File: src/rtl/orbt_sync_note_placeholder.sv
`default_nettype none
`default_nettype wire

File: src/rtl/orbt_pkg.sv
`default_nettype none

package orbt_pkg;

  // ****************************************
  // bus geometry
  // ****************************************
  localparam int unsigned BUS_W = 8;
  localparam int unsigned AXI_AW = 4;

  // ****************************************
  // register offsets (byte addresses)
  // ****************************************
  localparam logic [AXI_AW-1:0] CTRL_OFS = 4'h0;
  localparam logic [AXI_AW-1:0] STORE_OFS = 4'h4;
  localparam logic [AXI_AW-1:0] LIVE_OFS = 4'h8;

  // ****************************************
  // field positions
  // ****************************************
  localparam int unsigned CTRL_OE_N_BIT = 0;
  localparam int unsigned CTRL_DIR_BIT = 1;
  localparam int unsigned CTRL_A2B_SEL_BIT = 2;
  localparam int unsigned CTRL_B2A_SEL_BIT = 3;
  localparam int unsigned STORE_A2B_LSB = 0;
  localparam int unsigned STORE_B2A_LSB = 16;
  localparam int unsigned STORE_DRV_A_BIT = 30;
  localparam int unsigned STORE_DRV_B_BIT = 31;
  localparam int unsigned LIVE_A_LSB = 0;
  localparam int unsigned LIVE_B_LSB = 16;

  // ****************************************
  // reset values and responses
  // ****************************************
  localparam logic [3:0] CTRL_RESET = 4'h1;
  localparam logic [BUS_W-1:0] STORE_RESET = 8'h00;
  localparam logic [1:0] RESP_OKAY = 2'h0;
  localparam logic [1:0] RESP_SLVERR = 2'h2;

endpackage

`default_nettype wire

File: src/rtl/orbt_sync.sv
`default_nettype none

module orbt_sync #(
  parameter int unsigned W = 1
) (
  input wire logic aclk,
  input wire logic aresetn,
  input wire logic [W-1:0] d,
  output logic [W-1:0] q
);
  import orbt_pkg::*;

  typedef struct packed {
    logic [W-1:0] s1;
    logic [W-1:0] s2;
  } orbt_sync_state_t;

  orbt_sync_state_t st_r;
  orbt_sync_state_t st_nxt;

  // first stage feeds only the second stage
  always_comb begin
    st_nxt = st_r;
    st_nxt.s1 = d;
    st_nxt.s2 = st_r.s1;
  end

  always_ff @(posedge aclk) begin
    if (!aresetn) begin
      st_r <= '0;
    end else begin
      st_r <= st_nxt;
    end
  end

  assign q = st_r.s2;

endmodule

`default_nettype wire

File: src/rtl/orbt_xcvr.sv
// Operation
// - store only on rising capture clock edge
// - two independent stores, each own clock
// - a_to_b clock rise stores A lines
// - b_to_a clock rise stores B lines
// - disabled outputs: neither bus driven, capture continues
// - direction matters only while output enabled
// - drive A with live B data
// - drive A from b_to_a store
// - drive B with live A data
// - drive B from a_to_b store
// - capture stays enabled when outputs disabled
// - non-driven port may load either store
// - never drive both buses at once
// - eight-bit two-way lines per side
`default_nettype none

module orbt_xcvr #(
  parameter int unsigned W = orbt_pkg::BUS_W
) (
  input wire logic aclk,
  input wire logic aresetn,
  input wire logic [orbt_pkg::AXI_AW-1:0] s_axi_awaddr,
  input wire logic [2:0] s_axi_awprot,
  input wire logic s_axi_awvalid,
  output logic s_axi_awready,
  input wire logic [31:0] s_axi_wdata,
  input wire logic [3:0] s_axi_wstrb,
  input wire logic s_axi_wvalid,
  output logic s_axi_wready,
  output logic [1:0] s_axi_bresp,
  output logic s_axi_bvalid,
  input wire logic s_axi_bready,
  input wire logic [orbt_pkg::AXI_AW-1:0] s_axi_araddr,
  input wire logic [2:0] s_axi_arprot,
  input wire logic s_axi_arvalid,
  output logic s_axi_arready,
  output logic [31:0] s_axi_rdata,
  output logic [1:0] s_axi_rresp,
  output logic s_axi_rvalid,
  input wire logic s_axi_rready,
  input wire logic a_to_b_capture_clock,
  input wire logic b_to_a_capture_clock,
  input wire logic [W-1:0] port_a_lines_i,
  output logic [W-1:0] port_a_lines_o,
  output logic [W-1:0] port_a_lines_oe,
  input wire logic [W-1:0] port_b_lines_i,
  output logic [W-1:0] port_b_lines_o,
  output logic [W-1:0] port_b_lines_oe
);
  import orbt_pkg::*;

  // ****************************************
  // state
  // ****************************************
  typedef struct packed {
    logic [W-1:0] a2b_store;
    logic [W-1:0] b2a_store;
    logic oe_n;
    logic dir;
    logic a2b_sel;
    logic b2a_sel;
    logic a2b_prev;
    logic b2a_prev;
    logic [W-1:0] a_out;
    logic [W-1:0] b_out;
    logic a_drv;
    logic b_drv;
    logic aw_have;
    logic w_have;
    logic [AXI_AW-1:0] awaddr;
    logic [31:0] wdata;
    logic [3:0] wstrb;
    logic bvalid;
    logic [1:0] bresp;
    logic rvalid;
    logic [31:0] rdata;
    logic [1:0] rresp;
  } orbt_state_t;

  orbt_state_t st_r;
  orbt_state_t st_nxt;

  logic [W-1:0] a_live;
  logic [W-1:0] b_live;
  logic [1:0] cap_clk_s;
  logic rise_a2b;
  logic rise_b2a;
  logic drive_a;
  logic drive_b;

  // ****************************************
  // pin synchronisers
  // ****************************************
  // lines and capture clocks share equal latency, so data and edge stay aligned
  orbt_sync #(.W(W)) u_sync_a (
    .aclk(aclk),
    .aresetn(aresetn),
    .d(port_a_lines_i),
    .q(a_live)
  );

  orbt_sync #(.W(W)) u_sync_b (
    .aclk(aclk),
    .aresetn(aresetn),
    .d(port_b_lines_i),
    .q(b_live)
  );

  orbt_sync #(.W(2)) u_sync_clk (
    .aclk(aclk),
    .aresetn(aresetn),
    .d({b_to_a_capture_clock, a_to_b_capture_clock}),
    .q(cap_clk_s)
  );

  // ****************************************
  // capture edges and drive selection
  // ****************************************
  assign rise_a2b = cap_clk_s[0] & ~st_r.a2b_prev;
  assign rise_b2a = cap_clk_s[1] & ~st_r.b2a_prev;
  // direction only counts while enabled, so at most one bus is driven
  assign drive_a = ~st_r.oe_n & ~st_r.dir;
  assign drive_b = ~st_r.oe_n & st_r.dir;

  // ****************************************
  // next state
  // ****************************************
  always_comb begin
    st_nxt = st_r;
    st_nxt.a2b_prev = cap_clk_s[0];
    st_nxt.b2a_prev = cap_clk_s[1];

    // capture ignores enable, direction and selects
    if (rise_a2b) begin
      st_nxt.a2b_store = a_live;
    end
    if (rise_b2a) begin
      st_nxt.b2a_store = b_live;
    end

    st_nxt.a_drv = drive_a;
    st_nxt.b_drv = drive_b;
    if (st_r.b2a_sel) begin
      st_nxt.a_out = st_r.b2a_store;
    end else begin
      st_nxt.a_out = b_live;
    end
    if (st_r.a2b_sel) begin
      st_nxt.b_out = st_r.a2b_store;
    end else begin
      st_nxt.b_out = a_live;
    end

    // write channel: address and data taken in either order
    if (st_r.aw_have && st_r.w_have) begin
      st_nxt.aw_have = 1'b0;
      st_nxt.w_have = 1'b0;
      st_nxt.bvalid = 1'b1;
      if (st_r.awaddr[AXI_AW-1:2] == CTRL_OFS[AXI_AW-1:2]) begin
        st_nxt.bresp = RESP_OKAY;
        if (st_r.wstrb[0]) begin
          st_nxt.oe_n = st_r.wdata[CTRL_OE_N_BIT];
          st_nxt.dir = st_r.wdata[CTRL_DIR_BIT];
          st_nxt.a2b_sel = st_r.wdata[CTRL_A2B_SEL_BIT];
          st_nxt.b2a_sel = st_r.wdata[CTRL_B2A_SEL_BIT];
        end
      end else if (st_r.awaddr[AXI_AW-1:2] == STORE_OFS[AXI_AW-1:2]) begin
        st_nxt.bresp = RESP_OKAY;
      end else if (st_r.awaddr[AXI_AW-1:2] == LIVE_OFS[AXI_AW-1:2]) begin
        st_nxt.bresp = RESP_OKAY;
      end else begin
        st_nxt.bresp = RESP_SLVERR;
      end
    end
    if (s_axi_awvalid && s_axi_awready) begin
      st_nxt.aw_have = 1'b1;
      st_nxt.awaddr = s_axi_awaddr;
    end
    if (s_axi_wvalid && s_axi_wready) begin
      st_nxt.w_have = 1'b1;
      st_nxt.wdata = s_axi_wdata;
      st_nxt.wstrb = s_axi_wstrb;
    end
    if (st_r.bvalid && s_axi_bready) begin
      st_nxt.bvalid = 1'b0;
    end

    // read channel
    if (st_r.rvalid && s_axi_rready) begin
      st_nxt.rvalid = 1'b0;
    end
    if (s_axi_arvalid && s_axi_arready) begin
      st_nxt.rvalid = 1'b1;
      st_nxt.rdata = '0;
      st_nxt.rresp = RESP_OKAY;
      if (s_axi_araddr[AXI_AW-1:2] == CTRL_OFS[AXI_AW-1:2]) begin
        st_nxt.rdata[CTRL_OE_N_BIT] = st_r.oe_n;
        st_nxt.rdata[CTRL_DIR_BIT] = st_r.dir;
        st_nxt.rdata[CTRL_A2B_SEL_BIT] = st_r.a2b_sel;
        st_nxt.rdata[CTRL_B2A_SEL_BIT] = st_r.b2a_sel;
      end else if (s_axi_araddr[AXI_AW-1:2] == STORE_OFS[AXI_AW-1:2]) begin
        st_nxt.rdata[STORE_A2B_LSB +: W] = st_r.a2b_store;
        st_nxt.rdata[STORE_B2A_LSB +: W] = st_r.b2a_store;
        st_nxt.rdata[STORE_DRV_A_BIT] = st_r.a_drv;
        st_nxt.rdata[STORE_DRV_B_BIT] = st_r.b_drv;
      end else if (s_axi_araddr[AXI_AW-1:2] == LIVE_OFS[AXI_AW-1:2]) begin
        st_nxt.rdata[LIVE_A_LSB +: W] = a_live;
        st_nxt.rdata[LIVE_B_LSB +: W] = b_live;
      end else begin
        st_nxt.rresp = RESP_SLVERR;
      end
    end
  end

  // ****************************************
  // registers
  // ****************************************
  always_ff @(posedge aclk) begin
    if (!aresetn) begin
      st_r <= '0;
      st_r.a2b_store <= STORE_RESET;
      st_r.b2a_store <= STORE_RESET;
      st_r.oe_n <= CTRL_RESET[CTRL_OE_N_BIT];
      st_r.dir <= CTRL_RESET[CTRL_DIR_BIT];
      st_r.a2b_sel <= CTRL_RESET[CTRL_A2B_SEL_BIT];
      st_r.b2a_sel <= CTRL_RESET[CTRL_B2A_SEL_BIT];
    end else begin
      st_r <= st_nxt;
    end
  end

  // ****************************************
  // outputs
  // ****************************************
  assign s_axi_awready = ~st_r.aw_have & ~st_r.bvalid;
  assign s_axi_wready = ~st_r.w_have & ~st_r.bvalid;
  assign s_axi_bvalid = st_r.bvalid;
  assign s_axi_bresp = st_r.bresp;
  assign s_axi_arready = ~st_r.rvalid;
  assign s_axi_rvalid = st_r.rvalid;
  assign s_axi_rdata = st_r.rdata;
  assign s_axi_rresp = st_r.rresp;
  assign port_a_lines_o = st_r.a_out;
  assign port_b_lines_o = st_r.b_out;
  // every line has its own enable, all following the side's drive flag
  assign port_a_lines_oe = {W{st_r.a_drv}};
  assign port_b_lines_oe = {W{st_r.b_drv}};
endmodule

`default_nettype wire

File: config.mk
export PLATFORM = sky130hd
export DESIGN_NAME = orbt_xcvr
export DESIGN_NICKNAME = d
export VERILOG_FILES = /design/src/rtl/orbt_sync_note_placeholder.sv /design/src/rtl/orbt_pkg.sv /design/src/rtl/orbt_sync.sv /design/src/rtl/orbt_xcvr.sv
export SDC_FILE = /design/constraint.sdc
export NUM_CORES = 1
export LEC_CHECK = 0
export ABC_AREA = 0
export BUFFER_PORTS_ARGS = -buffer_cell sky130_fd_sc_hd__buf_2
export CAP_MARGIN = 10
export CORE_MARGIN = 3
export CORE_UTILIZATION = 25
export DETAILED_ROUTE_END_ITERATION = 10
export PLACE_DENSITY = 0.52
export SETUP_SLACK_MARGIN = 0.15
export SLEW_MARGIN = 5
export SYNTH_ARGS = -nofsm -noshare
export SYNTH_HDL_FRONTEND = slang
export SYNTH_SLANG_ARGS = --single-unit
File: constraint.sdc
create_clock -name aclk -period 1.5 [get_ports aclk]
set_input_delay 0 -clock aclk [delete_from_list [all_inputs] [get_ports aclk]]
set_output_delay 0 -clock aclk [all_outputs]
set_load 0.03 [all_outputs]
# Word level (Yosys, flattened, before mapping)
# Index checks and enable logic that the tools add are counted.
[totals] output_inout_bits=73 wordCells=82 input_bits=75 reg_bits=111
[classes] muxes=22 bitwise=15 reduce_logical=13 n_eq_ne=4
[op_table] cell="$mux W8" n=7
[op_table] cell="$mux W35" n=1
[op_table] cell="$mux W2" n=9
[op_table] cell="$not A1 Y1" n=9
[op_table] cell="$mux W4" n=2
[op_table] cell="$and A1 B1 Y1" n=6
[op_table] cell="$logic_and A1 B1 Y1" n=6
[op_table] cell="$reduce_bool A2 Y1" n=3
[op_table] cell="$eq A2 B1 Y1 const B" n=2
[op_table] cell="$eq A2 B2 Y1 const B" n=2
[op_table] cell="$logic_not A2 Y1" n=2
[op_table] cell="$mux W1" n=3
[op_table] cell="$reduce_and A3 Y1" n=1
[op_table] cell="$reduce_or A2 Y1" n=1

# Depth between registers and ports, before layout
[logic_depth] ltp_word=5 mapped_depth=5

# Hierarchy
# A second synthesis with hierarchy kept.
[unflattened] cells_unflattened=397 hier_area_um2=4354.2
[by_module_without_submodules] mod="orbt_xcvr" n_inst=1 cells_each=323 area_per_inst_um2=3355.7
[by_module_without_submodules] mod="orbt_sync at u_sync_a ..." n_inst=2 cells_each=33 area_per_inst_um2=446.7
[by_module_without_submodules] mod="orbt_sync at u_sync_clk" n_inst=1 cells_each=8 area_per_inst_um2=105.1

# Worst setup path after synthesis
# OpenSTA, ideal clock, no wires.
[synth_timing] path_kind="reg2reg" from="register st_r (netlist bit s_axi_rvalid)" to="register st_r (netlist bit s_axi_rdata[16])" path_buffers=1 t_arrival_ns=1.299 synth_period_minus_slack_ns=1.421 stages_incl_launch_ff=5 setup_slack_ns=0.079 cell_sequence="dfxtp_1 nor2b_4 and4b_4 buf_4 a221o_1"
[synth_between] elab_chain_len=2
[synth_lines] element="from (decl)" line_no="orbt_xcvr.sv:81" rtl="orbt_state_t st_r;"
[synth_lines] element="from (signal assigned)" line_no="orbt_xcvr.sv:229" rtl="st_r <= st_nxt;"
[synth_lines] element="$not A1 Y1" line_no="orbt_xcvr.sv:240" rtl="assign s_axi_arready = ~st_r.rvalid;"
[synth_lines] element="$logic_and A1 B1 Y1" line_no="orbt_xcvr.sv:193" rtl="if (s_axi_arvalid && s_axi_arready) begin"
# Every way passes these cells.
# A chain may end at the register's enable or synchronous reset.

# Worst setup path in the final report
[layout_timing] from="register st_r (netlist bit s_axi_rvalid)" to="register st_r (netlist bit s_axi_rvalid)"
[layout_between] elab_chain_len=3 elab_cells_between_ends=5
[layout_lines] element="$not A1 Y1" line_no="orbt_xcvr.sv:240"
[layout_lines] element="$logic_and A1 B1 Y1" line_no="orbt_xcvr.sv:193"
[layout_lines] element="$mux W35 / $reduce_bool A2 Y1 (equally long branches)"
# Parallel ways exist; a longest one is shown, timed or not.

==> flow_metrics.tcl <==
set metrics [dict create \
    pwr_density_cell_nw_per_um2 1130 \
    synth.largest_area_cell "dfxtp_1" \
    syn_area_um2 4310 \
    ys_seq_elements 107 \
    syn_avg_cell_area_um2 10.8 \
    cts.clk_slew.worst_paths_ps 70 \
    swShare_pct 23.1 \
    die_w_um 137 \
    critPathArrivalTime_ps 1470 \
    cts_buffers 9 \
    timing.rr.end "s_axi_rvalid" \
    hold_path_startpoint "s_axi_araddr[2]" \
    yosysTopAreaCellShare_pct 49.7 \
    start_util_pct 25.7 \
    yosys_warnings 0 \
    required_ps 1730 \
    via_count 2685 \
    cp_max_fo 6 \
    post-place-cells 648 \
    drtIter0Drc 150 \
    fin_cells 693 \
    p_switching_mw 1.34 \
    drive_above_1_share_pct 27.1 \
    root_buffer "clkbuf_16" \
    htreeDepth 3 \
    critPathCaptureType "register" \
    clock_latency_ps 340 \
    startpoint_type "register" \
    met1_length_mm 4.08 \
    r2r_slack_ps 260 \
    period_needed_ps 1240 \
    rsz0062_at_grt "false" \
    ys.flop_type "dfxtp_1" \
    p_leak_nw 2.20 \
    routed_wl_mm 8.67 \
    grt-ovfl-total 0 \
    hp-class "primary input to register" \
    grt_antenna_before_repair 0 \
    grt_pass1_vias 2601 \
    ctsLongestPathBuffers 2 \
    io_buffers 90 \
    reg2reg_from "s_axi_rvalid" \
    areaGrowthSynthToFinish_pct 19.1 \
    run_status "completed" \
    worstHoldPathCells 3 \
    synth_cells 401 \
    min_to "s_axi_rresp[1]" \
    first_pass_iters 4 \
    grtUsageTotal_pct 9.25 \
    num_io_pins 148 \
    seqPwrFrac_pct 51.6 \
    placement_rows 47 \
    synth_area_leaders "dfxtp_1 (50%), buf_4 (12%), mux2i_1 (11%), nor2b_1 (6.5%), and2_1 (5.8%)" \
    fin_crit_sh_pct 82.6 \
    finalSetupViolCount 0 \
    r2r.worst_path.cells 2 \
    path_class "register to register" \
    die_y_um 137 \
    final.setup.tns_ps 0 \
    n_antenna_cell 0 \
    dp_hpwl_mm 6.29 \
    slew_violations 0 \
    drv_cap 0 \
    synth_cell_types 31 \
    p_comb_share_pct 9.2 \
    synthArstFlopShare_pct 0 \
    internal_power_mw 4.47 \
    synth_edf_count 0 \
    peakVddDrop_mv 0.499 \
    topRoutingLayerUsed "met4" \
    max_clock_freq_ghz 0.808 \
    finalClockSkew_ps 8.56 \
    dieArea_um2 18900 \
    grt_pass1_wl_mm 13.4 \
    met3WireLength_um 387 \
    drc_errors 0 \
    wl_per_cell_um 12.5 \
    grt_max_degree 29 \
    clockPowerShare_pct 39.2 \
    synth_most_common_cell "dfxtp_1" \
    num-fill-cells 1743 \
    antenna_left 0 \
    core_area_um2 16800 \
    hold_viol_final 0 \
    cts_tree "built" \
    wl_met2_mm 4.04 \
    cts.sinks 107 \
    routabilityCongestion 0.738 \
    yosys-top-cells-count "dfxtp_1 (107), buf_4 (69), mux2i_1 (48)" \
    detail_route.vias_per_cell 3.87 \
    nNetsFinal 543 \
    ys_seq_area_share_pct 49.7 \
]
==> placed cells by master (no fill, tap or decap), types with 11 or more instances in the layout <==
cell and n:
dfxtp_1 104, buf_2 90, mux2i_1 48, nor2b_1 45
and2_1 40, dlygate4sd3_1 28, conb_1 16, and3_1 12
a221o_1 12, buf_4 12, nand2_1 11
==> kinds of logic (layout without fill, tap and decap cells) <==
family,Yosys count,count (layout),synth area share (%)
AND/OR/NAND/NOR,124,124,18.8
flip-flops,107,107,49.7
buffers and inverters,90,147,14.5
multiplexers,48,48,11.1
AO/OA/AOI/OAI,31,31,5.80
other,1,16,0.0869
==> power groups by stage <==
stage	clock network (mW)	registers (mW)	logic [mW]
after floorplan	0	3.05	0.410
final	2.28	3.00	0.536
after global placement	0	3.06	0.479
after global routing	2.46	3.01	0.587
after CTS	2.36	3.00	0.543
after detailed placement	0	3.06	0.486
==> stage by stage <==
| step | hold WS, ps | utilization [%] | setup WS [ps] | power, mW | area [um2] |
|---|---|---|---|---|---|
| 5_1_grt | 21.7 | 30.6 | 161 | 6.06 | 5130 |
| 2_1_floorplan | 127 | - | 228 | 3.46 | 4370 |
| 6_report | 26.5 | 30.6 | 262 | 5.81 | 5130 |
| 3_3_place_gp | 210 | 27.2 | 222 | 3.54 | 4560 |
| 3_5_place_dp | 209 | 27.2 | 177 | 3.55 | 4560 |
| 4_1_cts | 5.07 | 30.6 | 165 | 5.91 | 5120 |
==> layout make-up <==
cell class	count	area, um2	share of cell area, %
Inverter	1	3.75	0.0731
Sequential cell	107	2150	41.8
Timing Repair Buffer	130	821	16.0
Clock buffer	11	233	4.53
Clock inverter	5	53.8	1.05
Tap cell	220	275	5.36
Multi-Input combinational cell	219	1600	31.2
==> per-layer routing <==
metal / global-route usage [%] / vias to the layer above
met4: 4.16 / 0
li1: - / 1381
met3: 2.26 / 10
met1: 12.0 / 1228
met2: 14.6 / 66
met5: 0 / -
==> critical path: stages, from the launching register on <==
cell           delay (ps)
dfxtp_2               360
o211a_1               220
dlygate4sd3_1         550
==> state kept, by name, indices dropped and copies added, names as in the netlist <==
| signal | flops |
|---|---|
| s_axi_rresp | 1 |
| port_a_lines_oe | 1 |
| s_axi_bresp | 1 |
| u_sync_a.st_nxt | 8 |
| u_sync_b.q | 8 |
| port_a_lines_o | 8 |
| st_r | 31 |
| u_sync_clk.st_nxt | 2 |
| port_b_lines_o | 8 |
| u_sync_b.st_nxt | 8 |
| port_b_lines_oe | 1 |
| s_axi_rvalid | 1 |
| s_axi_rdata | 18 |
| u_sync_clk.q | 2 |
| u_sync_a.q | 8 |
| s_axi_bvalid | 1 |
==> repair_timing <==
action	4_1_cts	5_1_grt
gates resized for setup	0	2
setup endpoints to repair	0	4
buffers inserted	0	1
hold buffers	28	0
hold endpoints to repair	27	0
==> how the worst max path moves through the flow <==
stage / endpoint / cells after the start / start
5_1_grt: st_r[42] / 3 / s_axi_bvalid
2_1_floorplan: s_axi_rdata[16] / 4 / s_axi_rvalid
6_report: s_axi_rvalid / 2 / s_axi_rvalid
3_3_place_gp: st_r[103] / 3 / st_r[78]
3_5_place_dp: st_r[103] / 3 / st_r[78]
4_1_cts: st_r[103] / 3 / st_r[78]
No activity file was read; power rests on OpenSTA's default activity.
